## src/hdl/pcc_pkg.sv

```systemverilog
// ============================================================
// Perf counter control constants
package pcc_pkg;

  localparam int unsigned DATA_W = 32;
  localparam int unsigned ADDR_W = 12;
  localparam int unsigned SEL_W = 5;
  localparam int unsigned NODE_W = 3;
  localparam int unsigned NODE_FILTER_W = 8;
  localparam int unsigned MISS_FREQ_W = 8;
  localparam int unsigned IRQ_W = 3;
  localparam int unsigned NUM_CNT = 2;

  // ============================================================
  // Register offsets
  localparam logic [ADDR_W-1:0] PERF_CTRL_OFS = 12'hF00;
  localparam logic [ADDR_W-1:0] IRQ_STATUS_OFS = 12'hF04;
  localparam logic [ADDR_W-1:0] IRQ_MASK_OFS = 12'hF08;
  localparam logic [ADDR_W-1:0] RUN_STATE_OFS = 12'hF0C;
  localparam logic [ADDR_W-1:0] CNT_A_OFS = 12'hF40;
  localparam logic [ADDR_W-1:0] CNT_B_OFS = 12'hF80;
  localparam logic [ADDR_W-1:0] MISS_CAP_OFS = 12'hFC0;

  // ============================================================
  // Control register fields
  localparam int unsigned NODE_FILTER_LSB = 24;
  localparam int unsigned B_STOP_BIT = 23;
  localparam int unsigned B_GO_BIT = 22;
  localparam int unsigned B_SEL_LSB = 16;
  localparam int unsigned A_STOP_BIT = 15;
  localparam int unsigned A_GO_BIT = 14;
  localparam int unsigned A_SEL_LSB = 8;
  localparam int unsigned MISS_FREQ_LSB = 0;
  // Stored bits; the go and stop bits are write-only and read zero
  localparam logic [DATA_W-1:0] CTRL_RW_MASK = 32'hFF3F3FFF;
  localparam logic [DATA_W-1:0] CTRL_RST = 32'h00000000;
  localparam logic [DATA_W-1:0] CNT_RST = 32'h00000000;
  localparam logic [DATA_W-1:0] MISS_CAP_RST = 32'h00000000;
  localparam logic [MISS_FREQ_W-1:0] SKIP_RST = 8'h00;

  // ============================================================
  // Interrupt status bits
  localparam int unsigned IRQ_OVF_A = 0;
  localparam int unsigned IRQ_OVF_B = 1;
  localparam int unsigned IRQ_MISS = 2;
  localparam logic [IRQ_W-1:0] IRQ_RST = 3'h0;

  // ============================================================
  // Event select codes
  typedef enum logic [SEL_W-1:0] {
    EVT_READ_MISS = 5'h00,
    EVT_WRITE_MISS = 5'h01,
    EVT_SHARED_MISS = 5'h02,
    EVT_LOAD_LOCKED = 5'h03,
    EVT_STORE_COND_FAIL = 5'h04,
    EVT_BMAP_HIT = 5'h05,
    EVT_BANK_CONFLICT = 5'h06,
    EVT_ARB_LOSS = 5'h07,
    EVT_VICTIM_WRAP_HIT = 5'h08,
    EVT_CSR_READ = 5'h09,
    EVT_CSR_WRITE = 5'h0A,
    EVT_MEMORY_BARRIER_REG_WRITE = 5'h0B,
    EVT_INTR_OR_LOCAL_READ = 5'h0C,
    EVT_LOCAL_WRITE = 5'h0D,
    EVT_BUS_READ = 5'h0E,
    EVT_BUS_WRITE = 5'h0F,
    EVT_VICTIM_WRITE = 5'h10,
    EVT_STALL = 5'h11,
    EVT_MEM_LATENCY = 5'h12,
    EVT_CARRY_A = 5'h14
  } pcc_evt_t;

  function automatic logic evt_filtered(input logic [SEL_W-1:0] sel);
    evt_filtered = (sel == EVT_BUS_READ) || (sel == EVT_BUS_WRITE) || (sel == EVT_VICTIM_WRITE);
  endfunction : evt_filtered

  function automatic logic evt_defined(input logic [SEL_W-1:0] sel);
    evt_defined = (sel <= EVT_MEM_LATENCY) || (sel == EVT_CARRY_A);
  endfunction : evt_defined

endpackage : pcc_pkg

```

## src/hdl/pcc_count_if.sv

```systemverilog
`timescale 1ns/1ps
// ============================================================
// Control to counter link
interface pcc_count_if;
  logic go;
  logic stop;
  logic [pcc_pkg::SEL_W-1:0] sel;
  logic [pcc_pkg::NODE_FILTER_W-1:0] node_filter;
  logic [pcc_pkg::DATA_W-1:0] events;
  logic [pcc_pkg::NODE_W-1:0] node;
  logic [pcc_pkg::DATA_W-1:0] count;
  logic ovf;
  logic running;

  modport ctl(output go, stop, sel, node_filter, events, node, input count, ovf, running);
  modport cnt(input go, stop, sel, node_filter, events, node, output count, ovf, running);
endinterface : pcc_count_if

```

## src/hdl/pcc_event_counter.sv

```systemverilog
`timescale 1ns/1ps
// ============================================================
// One event counter
module pcc_event_counter (
  input wire logic clk,
  input wire logic rst,
  pcc_count_if.cnt port_if
);
  import pcc_pkg::*;

  logic running_r, running_nxt;
  logic [DATA_W-1:0] count_r, count_nxt;
  logic ovf_r, ovf_nxt;
  logic hit;

  always_comb
  begin
    // Reserved codes count nothing; filtered events need their node's bit
    hit = port_if.events[port_if.sel] && evt_defined(port_if.sel) &&
          (!evt_filtered(port_if.sel) || port_if.node_filter[port_if.node]);
    // Stop wins over a simultaneous go
    running_nxt = port_if.stop ? 1'b0 : (port_if.go ? 1'b1 : running_r);
    count_nxt = count_r;
    ovf_nxt = 1'b0;
    if (running_r && hit)
    begin
      {ovf_nxt, count_nxt} = {1'b0, count_r} + 33'h1;
    end
  end

  always_ff @(posedge clk)
  begin
    if (rst)
    begin
      running_r <= 1'b0;
      count_r <= CNT_RST;
      ovf_r <= 1'b0;
    end
    else
    begin
      running_r <= running_nxt;
      count_r <= count_nxt;
      ovf_r <= ovf_nxt;
    end
  end

  assign port_if.count = count_r;
  assign port_if.ovf = ovf_r;
  assign port_if.running = running_r;
endmodule : pcc_event_counter

```

## src/hdl/pcc_miss_capture.sv

```systemverilog
`timescale 1ns/1ps
// ============================================================
// Miss address capture, one of every freq+1 misses
module pcc_miss_capture (
  input wire logic clk,
  input wire logic rst,
  input wire logic miss_valid,
  input wire logic [pcc_pkg::DATA_W-1:0] miss_addr,
  input wire logic [pcc_pkg::MISS_FREQ_W-1:0] freq,
  output logic [pcc_pkg::DATA_W-1:0] addr,
  output logic captured
);
  import pcc_pkg::*;

  logic [MISS_FREQ_W-1:0] skip_r, skip_nxt;
  logic [DATA_W-1:0] addr_r, addr_nxt;
  logic captured_r, captured_nxt;

  always_comb
  begin
    skip_nxt = skip_r;
    addr_nxt = addr_r;
    captured_nxt = 1'b0;
    if (miss_valid)
    begin
      // Compare with >= so that lowering freq mid-run never strands the count
      if (skip_r >= freq)
      begin
        addr_nxt = miss_addr;
        captured_nxt = 1'b1;
        skip_nxt = SKIP_RST;
      end
      else
      begin
        skip_nxt = skip_r + 8'h01;
      end
    end
  end

  always_ff @(posedge clk)
  begin
    if (rst)
    begin
      skip_r <= SKIP_RST;
      addr_r <= MISS_CAP_RST;
      captured_r <= 1'b0;
    end
    else
    begin
      skip_r <= skip_nxt;
      addr_r <= addr_nxt;
      captured_r <= captured_nxt;
    end
  end

  assign addr = addr_r;
  assign captured = captured_r;
endmodule : pcc_miss_capture

```

## src/hdl/pcc_top.sv

```systemverilog
// The APB register port was decided locally.
`timescale 1ns/1ps
module pcc_top (
  input wire logic REF_CLK,
  input wire logic RESET,
  input wire logic PSEL,
  input wire logic PENABLE,
  input wire logic PWRITE,
  input wire logic [pcc_pkg::ADDR_W-1:0] PADDR,
  input wire logic [pcc_pkg::DATA_W-1:0] PWDATA,
  output logic [pcc_pkg::DATA_W-1:0] PRDATA,
  output logic PREADY,
  output logic PSLVERR,
  input wire logic [pcc_pkg::DATA_W-1:0] EVENTS,
  input wire logic [pcc_pkg::NODE_W-1:0] EVENT_NODE,
  input wire logic MISS_VALID,
  input wire logic [pcc_pkg::DATA_W-1:0] MISS_ADDR,
  output logic IRQ
);
  import pcc_pkg::*;

  // ============================================================
  // Register decode
  function automatic logic addr_known(input logic [ADDR_W-1:0] a);
    addr_known = (a == PERF_CTRL_OFS) || (a == IRQ_STATUS_OFS) || (a == IRQ_MASK_OFS) ||
                 (a == RUN_STATE_OFS) || (a == CNT_A_OFS) || (a == CNT_B_OFS) || (a == MISS_CAP_OFS);
  endfunction : addr_known

  logic [DATA_W-1:0] ctrl_r, ctrl_nxt;
  logic [IRQ_W-1:0] status_r, status_nxt;
  logic [IRQ_W-1:0] mask_r, mask_nxt;
  logic [NUM_CNT-1:0] go_r, go_nxt;
  logic [NUM_CNT-1:0] stop_r, stop_nxt;
  logic [DATA_W-1:0] prdata_r, prdata_nxt;
  logic pready_r, pready_nxt;
  logic pslverr_r, pslverr_nxt;
  logic irq_r, irq_nxt;
  logic [DATA_W-1:0] rd_mux;
  logic [IRQ_W-1:0] status_set;
  logic access;
  logic done;
  logic wr_done;
  logic [DATA_W-1:0] miss_addr_q;
  logic miss_captured;

  pcc_count_if cif[NUM_CNT] ();

  // ============================================================
  // Counters
  genvar g;
  generate
    for (g = 0; g < NUM_CNT; g++)
    begin : gen_cnt
      localparam int unsigned SEL_LSB = (g == 0) ? A_SEL_LSB : B_SEL_LSB;
      assign cif[g].go = go_r[g];
      assign cif[g].stop = stop_r[g];
      assign cif[g].sel = ctrl_r[SEL_LSB +: SEL_W];
      // Both counters read the same filter field
      assign cif[g].node_filter = ctrl_r[NODE_FILTER_LSB +: NODE_FILTER_W];
      assign cif[g].node = EVENT_NODE;
      pcc_event_counter u_cnt (
        .clk(REF_CLK),
        .rst(RESET),
        .port_if(cif[g])
      );
    end
  endgenerate

  // Counter a has no carry source; counter b takes a's registered carry
  always_comb
  begin
    cif[0].events = EVENTS;
    cif[0].events[EVT_CARRY_A] = 1'b0;
    cif[1].events = EVENTS;
    cif[1].events[EVT_CARRY_A] = cif[0].ovf;
  end

  // ============================================================
  // Miss address capture
  pcc_miss_capture u_miss (
    .clk(REF_CLK),
    .rst(RESET),
    .miss_valid(MISS_VALID),
    .miss_addr(MISS_ADDR),
    .freq(ctrl_r[MISS_FREQ_LSB +: MISS_FREQ_W]),
    .addr(miss_addr_q),
    .captured(miss_captured)
  );

  // ============================================================
  // Read mux
  always_comb
  begin
    rd_mux = '0;
    unique case (PADDR)
      PERF_CTRL_OFS: rd_mux = ctrl_r;
      IRQ_STATUS_OFS: rd_mux[IRQ_W-1:0] = status_r;
      IRQ_MASK_OFS: rd_mux[IRQ_W-1:0] = mask_r;
      RUN_STATE_OFS: rd_mux[NUM_CNT-1:0] = {cif[1].running, cif[0].running};
      CNT_A_OFS: rd_mux = cif[0].count;
      CNT_B_OFS: rd_mux = cif[1].count;
      MISS_CAP_OFS: rd_mux = miss_addr_q;
      default: rd_mux = '0;
    endcase
  end

  // ============================================================
  // APB slave, one wait state so read data comes from a flop
  always_comb
  begin
    access = PSEL && PENABLE;
    done = access && pready_r;
    wr_done = done && PWRITE && addr_known(PADDR);
    pready_nxt = 1'b0;
    prdata_nxt = prdata_r;
    pslverr_nxt = 1'b0;
    if (access && !pready_r)
    begin
      pready_nxt = 1'b1;
      prdata_nxt = PWRITE ? '0 : rd_mux;
      pslverr_nxt = !addr_known(PADDR);
    end
  end

  // ============================================================
  // Control and strobes
  always_comb
  begin
    ctrl_nxt = ctrl_r;
    mask_nxt = mask_r;
    go_nxt = '0;
    stop_nxt = '0;
    if (wr_done && (PADDR == PERF_CTRL_OFS))
    begin
      // Reserved bits are stored as written; software keeps them zero
      ctrl_nxt = PWDATA & CTRL_RW_MASK;
      go_nxt = {PWDATA[B_GO_BIT], PWDATA[A_GO_BIT]};
      stop_nxt = {PWDATA[B_STOP_BIT], PWDATA[A_STOP_BIT]};
    end
    if (wr_done && (PADDR == IRQ_MASK_OFS))
    begin
      mask_nxt = PWDATA[IRQ_W-1:0];
    end
  end

  // ============================================================
  // Interrupt status, cleared by read; a new event beats the clear
  always_comb
  begin
    status_set = '0;
    status_set[IRQ_OVF_A] = cif[0].ovf;
    status_set[IRQ_OVF_B] = cif[1].ovf;
    status_set[IRQ_MISS] = miss_captured;
    status_nxt = status_r;
    // Only bits software actually saw are cleared
    if (done && !PWRITE && (PADDR == IRQ_STATUS_OFS))
    begin
      status_nxt = status_r & ~prdata_r[IRQ_W-1:0];
    end
    status_nxt = status_nxt | status_set;
    irq_nxt = |(status_r & mask_r);
  end

  always_ff @(posedge REF_CLK)
  begin
    if (RESET)
    begin
      ctrl_r <= CTRL_RST;
      mask_r <= IRQ_RST;
      status_r <= IRQ_RST;
      go_r <= '0;
      stop_r <= '0;
      prdata_r <= '0;
      pready_r <= 1'b0;
      pslverr_r <= 1'b0;
      irq_r <= 1'b0;
    end
    else
    begin
      ctrl_r <= ctrl_nxt;
      mask_r <= mask_nxt;
      status_r <= status_nxt;
      go_r <= go_nxt;
      stop_r <= stop_nxt;
      prdata_r <= prdata_nxt;
      pready_r <= pready_nxt;
      pslverr_r <= pslverr_nxt;
      irq_r <= irq_nxt;
    end
  end

  assign PRDATA = prdata_r;
  assign PREADY = pready_r;
  assign PSLVERR = pslverr_r;
  assign IRQ = irq_r;
endmodule : pcc_top

```

## config.mk

```make
export PLATFORM = sky130hd
export DESIGN_NAME = pcc_top
export DESIGN_NICKNAME = d
export VERILOG_FILES = /design/src/hdl/pcc_pkg.sv /design/src/hdl/pcc_count_if.sv /design/src/hdl/pcc_event_counter.sv /design/src/hdl/pcc_miss_capture.sv /design/src/hdl/pcc_top.sv
export SDC_FILE = /design/constraint.sdc
export NUM_CORES = 1
export LEC_CHECK = 0
export BUFFER_PORTS_ARGS = -buffer_cell sky130_fd_sc_hd__buf_4
export CORE_MARGIN = 4
export CORE_UTILIZATION = 35
export DETAILED_ROUTE_END_ITERATION = 8
export HOLD_SLACK_MARGIN = 0.03
export PLACE_DENSITY = 0.53
export SLEW_MARGIN = 20
export SYNTH_ARGS = -nofsm -noshare
export SYNTH_HDL_FRONTEND = slang
export SYNTH_SLANG_ARGS = --single-unit
```

## constraint.sdc

```tcl
create_clock -name REF_CLK -period 2.65 [get_ports REF_CLK]
set_input_delay 0.265 -clock REF_CLK [delete_from_list [all_inputs] [get_ports REF_CLK]]
set_output_delay 0.265 -clock REF_CLK [all_outputs]
set_load 0.01 [all_outputs]
```

After elaboration in Yosys (flattened, before gate mapping) --
Index checks and enable logic that the tools add are counted.
Operators by class: add/subtract/negate cells 3, magnitude comparators 6, eq/ne operators 15, multiplexer cells 14, bitwise gates (word level) 9, reduce and logical (&&, ||, !) cells 43
Operator list (number):
- case mux 29 bit (4 select lines) | 1
- equality test 12 bit, second input constant | 7
- adder 32 x 1 -> 33 bit, second input constant | 2
- 2-to-1 mux 32 bit | 1
- equality test 5 x 4 -> 1 bit, second input constant | 4
- equality test 5 bit, second input constant | 4
- logical AND 1 bit | 15
- logical OR 1 bit | 14
- case mux 2 bit (7 select lines) | 1
- OR reduction 2 bit | 7
- < comparator 5 x 6 -> 1 bit, second input constant | 2
- binary-select mux 1 bit (select 5 bit) | 2
- <= comparator 5 bit, second input constant | 2
- adder 8 x 1 -> 8 bit, second input constant | 1
- greater-or-equal comparator 8 bit | 1
- 2-to-1 mux 8 bit | 1
- AND 3 bit | 2
- case mux 1 bit (6 select lines) | 1
- logical NOT 1 bit | 5
- 2-to-1 mux 1 bit | 5
- NOT 1 bit | 5
- < comparator 3 x 4 -> 1 bit, second input constant | 1
- binary-select mux 1 bit (select 3 bit) | 1
- 2-to-1 mux 3 bit | 1
- 4 further kinds | 4
Word-level totals: bits in registers 182, output and inout bits 35, word-level logic and storage cells 108

Longest topological paths before layout --
depth in word-level cells 11, mapped depth 10

Modules after synthesis --
From an unflattened synthesis, not the netlist that was laid out.
Unflattened totals: cell total of the unflattened synthesis 1111, area total of the unflattened synthesis 10158.5 µm²
Modules (own cells, without submodules):
- pcc_top | times used 1, cells an instance 434, area each 4072.7 µm²
- pcc_event_counter | times used 2, cells an instance 237, area each 2013.2 µm²
- pcc_miss_capture | times used 1, cells an instance 203, area each 2059.5 µm²

Least setup slack after synthesis --
Ideal clock, no wire load.
kind register -> register, start point register u_miss.skip_r[0], end point register u_miss.addr_r[26], in the netlist u_miss.addr[26], library setup time 0.136 ns, data arrival time 2.187 ns, required time 2.514 ns, slack 0.328 ns, cell stages (with the launch flop) 11, path buffers 2, cell sequence dfxtp_1 inv_1 ha_1 nand2b_1 a21o_1 a21o_1 a211oi_1 nor3b_1 buf_2 buf_1 mux2i_1
On the way: cells in the longest elaborated chain, start to end 2
RTL lines:
- start, declared | RTL line pcc_miss_capture.sv:15 | logic [MISS_FREQ_W-1:0] skip_r, skip_nxt;
- start signal, assigned | RTL line pcc_miss_capture.sv:50 | skip_r <= skip_nxt;
- greater-or-equal comparator 8 bit | RTL line pcc_miss_capture.sv:27 | if (skip_r >= freq)
- AND reduction 2 bit (no line)
- end signal, assigned | RTL line pcc_miss_capture.sv:51 | addr_r <= addr_nxt;
- end, declared | RTL line pcc_miss_capture.sv:16 | logic [DATA_W-1:0] addr_r, addr_nxt;
Every way passes these cells. A chain may end at the register's enable or synchronous reset.

Final worst setup path --
start point register ctrl_r[16], end point register gen_cnt[1].u_cnt.count_r[24]
On the way: cells in the longest elaborated chain, start to end 7
RTL lines:
- start, declared | RTL line pcc_top.sv:29 | logic [DATA_W-1:0] ctrl_r, ctrl_nxt;
- start signal, assigned | RTL line pcc_top.sv:180 | ctrl_r <= ctrl_nxt;
- branches (longest 5 deep; another with binary-select mux 1 bit (select 5 bit))
- logical AND 1 bit (*) | RTL line pcc_event_counter.sv:19 | hit = port_if.events[port_if.sel] && evt_defined(port_if.sel) &&
- logical AND 1 bit (*) | RTL line pcc_event_counter.sv:25 | if (running_r && hit)
- end signal, assigned | RTL line pcc_event_counter.sv:42 | count_r <= count_nxt;
- end, declared | RTL line pcc_event_counter.sv:12 | logic [DATA_W-1:0] count_r, count_nxt;
Mark *: on every way between the ends. The select of a mux whose other input is x is not followed.

==> run_results.csv <==
group,metric,value,unit
timing,grt_setup_unrepaired,"no",
placed_design,gp_congestion,0.844,
setup_path,ff2ff_path_depth,7,
pwr,p_comb_frac,0.060,
placed_design,hpwl,21300,um
logic_synthesis,synth_edf_count,0,
routing,drt_pre_antenna_iters,9,
setup_path,r2r-end,"gen_cnt[1].u_cnt.port_if.count[24]",
logic_synthesis,synthFlopType,"dfxtp_1",
pwr,p_int,4.30,mW
timing,max_freq,413,MHz
timing,setup_tns,0,ps
hold_path,min_to,"ctrl_r[8]",
routing,drt-initial-drc-count,855,
global_route,grt_pass1_wl,44900,um
pwr,power.density,502,nW/um2
clock_tree,hold_buffers,0,
clock_tree,cts_tree,"done",
setup_path,rrSetupSlack,230,ps
job,drv_cap,0,
final_layout,antenna_cells,0,
final_layout,fin_util,0.437,
outcome,status,"finished, violations left",
final_layout,drive_gt1_frac,0.220,
pwr,clock_power_share,0.453,
routing,routedWlPerCell,18.8,um
final_layout,syn2layout_area_growth,22.7,%
timing,skew,16.4,ps
hold_path,holdPathStages,3,
logic_synthesis,ys_async_sr_fraction,0,
pwr,p_seq_frac,0.487,
clock_tree,clock_path_buffers,2,
clock_tree,path_clk_slew,80,ps
routing,routed_wl,28800,um
logic_synthesis,yosysTopAreaCellShare,0.392,
floorplanning,start_util,0.356,
final_layout,fin_nets,1314,
hold_path,min_from,"PWDATA[8]",
logic_synthesis,yosysUniqueCellTypes,70,
global_route,grt_max_degree,67,
logic_synthesis,ys_seq_area_frac,0.392,
timing,min_period_over_period,0.913,
clock_tree,clockRootBuffer,"clkbuf_16",
logic_synthesis,synth_area_leader_cell,"dfxtp_1",
timing,hold_violations,0,
floorplanning,io_pins,152,
clock_tree,ctsResizeCount,0,
logic_synthesis,netlist_area,9290,um2
outcome,violations,"DRC",
logic_synthesis,synthCells,1060,
logic_synthesis,syn_nets,1188,
floorplanning,die_h,171,um
pwr,p_sw_frac,0.249,
floorplanning,dieWidth,171,um
clock_tree,postCtsSetupRepairBufs,0,
clock_tree,cts_buffers,17,
floorplanning,die_area,29200,um2
global_route,overflow,0,
clock_tree,htree_levels,4,
timing,drv_slew,0,
timing,setup_viol,0,
hold_path,min_path_type,"primary input to register",
global_route,antenna_found_initial,0,
setup_path,critPathCaptureType,"register",
clock_tree,cts_num_sinks,182,
floorplanning,coreArea,26100,um2
setup_path,rr_startpoint,"ctrl_r[16]",
setup_path,required,3010,ps
pwr,p_switching,1.42,mW
logic_synthesis,synth-seq-cells,182,
setup_path,crit_fanout,15,
timing,fin_crit,2420,ps
final_layout,final_cells,1534,
pwr,peakVddDrop,343,uV
logic_synthesis,avgSynthCellArea,8.76,um2
floorplanning,rows,59,
logic_synthesis,synth_commonest_cells,"dfxtp_1 (182), nand2_1 (155), a21oi_1 (74)",
logic_synthesis,synth_area_leaders,"dfxtp_1 (39%), nand2_1 (6.3%), mux2i_1 (5.0%)",
setup_path,worstPathArrival,2780,ps
routing,ant_nets,0,
routing,vias_per_cell,5.47,
logic_synthesis,yosys_warnings,0,
pwr,p_leak,4.37,nW
setup_path,cp-start-kind,"register",
timing,tightest_slew,691,ps
global_route,grt_pass1_vias,7920,
routing,vias,8394,
setup_path,worst-setup-path-type,"register to register",
global_route,grtUsageTotal,0.195,
placed_design,dp.cells,1502,
placed_design,port_buffers,138,
timing,max_slew_margin,0.537,
clock_tree,clk_latency,440,ps
logic_synthesis,synthMostInstantiatedCell,"dfxtp_1",
routing,drc_errors,1,
[flip-flops by register name (all words and copies together), names as in the netlist, 3 cells and up]
register and flops:
u_miss.skip_r 8, ctrl_r 28, status_r 3, PRDATA 32
u_miss.addr 32, gen_cnt.u_cnt.port_if.count 64, mask_r 3
[per-layer routing]
| metal | track usage | routed length, um | up-vias |
|---|---|---|---|
| met3 | 0.0381 | 1720 | 38 |
| li1 | - | - | 4128 |
| met4 | 0.0661 | 817 | 0 |
| met5 | 0 | 0 | - |
| met1 | 0.270 | 12900 | 3979 |
| met2 | 0.307 | 13400 | 249 |
[cell families (layout without fill, tap and decap cells)]
logic type,count (synthesis),count (layout),share of synthesized area
simple gates,487,487,0.285
flops,182,182,0.392
mux,78,78,0.101
buf+inv,91,230,0.0435
compound gates,203,203,0.156
xor+xnor,8,8,0.00754
fa+ha+maj,11,11,0.0148
[power by group through the flow]
stage | clock, mW | combinational [mW] | sequential, mW
2_1_floorplan | 0 | 0.166 | 2.84
5_1_grt | 2.74 | 0.378 | 2.79
4_1_cts | 2.64 | 0.350 | 2.78
3_3_place_gp | 0 | 0.345 | 2.85
3_5_place_dp | 0 | 0.349 | 2.85
6_report | 2.59 | 0.346 | 2.79
[worst max-delay path: stages (launching register included)]
cell,delay (ps)
dfxtp_1,520
mux4_2,590
mux2i_4,200
nor3b_4,90
o311a_1,390
buf_4,210
a31o_2,210
a21oi_1,120
[layout make-up]
type | instances | area (um2)
Clock buffer | 18 | 429
Clock inverter | 14 | 154
Multi-Input combinational cell | 787 | 5270
Sequential cell | 182 | 3640
Tap cell | 335 | 419
Fill cell | 2616 | 14700
Inverter | 21 | 78.8
Timing Repair Buffer | 177 | 1400
[placed cells by master (no fill, tap or decap), types with 6 or more instances in the layout]
master     instances
inv_1             21
nand3b_1           6
nor3_1            16
mux2_1             6
nand4_1           27
or3_1             10
a22o_1            27
and4_1            10
clkbuf_16         17
o31ai_1           12
dfxtp_1          182
a21oi_1           74
ha_1              11
and2_1            11
buf_12             6
nor2_1            52
nor4_1            11
buf_4            171
or4_1             11
mux4_2             8
o21ai_0           11
nand2_1          155
nor2b_1           25
and3_1            19
nand4b_1           7
mux2i_1           46
o21ai_1           15
a222oi_1          32
nand2b_1          73
mux2_2            16
nand3_1           24
[how the worst max path moves through the flow]
stage,cells past startpoint,startpoint,end
after floorplan,10,u_miss.skip_r[0],u_miss.addr[26]
after global placement,7,ctrl_r[9],gen_cnt[0].u_cnt.port_if.count[22]
after detailed placement,7,ctrl_r[16],gen_cnt[1].u_cnt.port_if.count[17]
after CTS,7,ctrl_r[16],gen_cnt[1].u_cnt.port_if.count[24]
after global routing,9,ctrl_r[5],u_miss.addr[2]
final,7,ctrl_r[16],gen_cnt[1].u_cnt.port_if.count[24]
[stage by stage]
step | instance area (um2) | worst slack, ps | hold slack, ps | total power [mW]
2_1_floorplan | 9290 | 328 | 373 | 3.01
3_3_place_gp | 10800 | 247 | 377 | 3.19
3_5_place_dp | 10800 | 226 | 380 | 3.20
4_1_cts | 11400 | 210 | 53.8 | 5.77
5_1_grt | 11400 | 31.3 | 74.3 | 5.91
6_report | 11400 | 231 | 66.4 | 5.72
(Power assumes the default switching activity.)
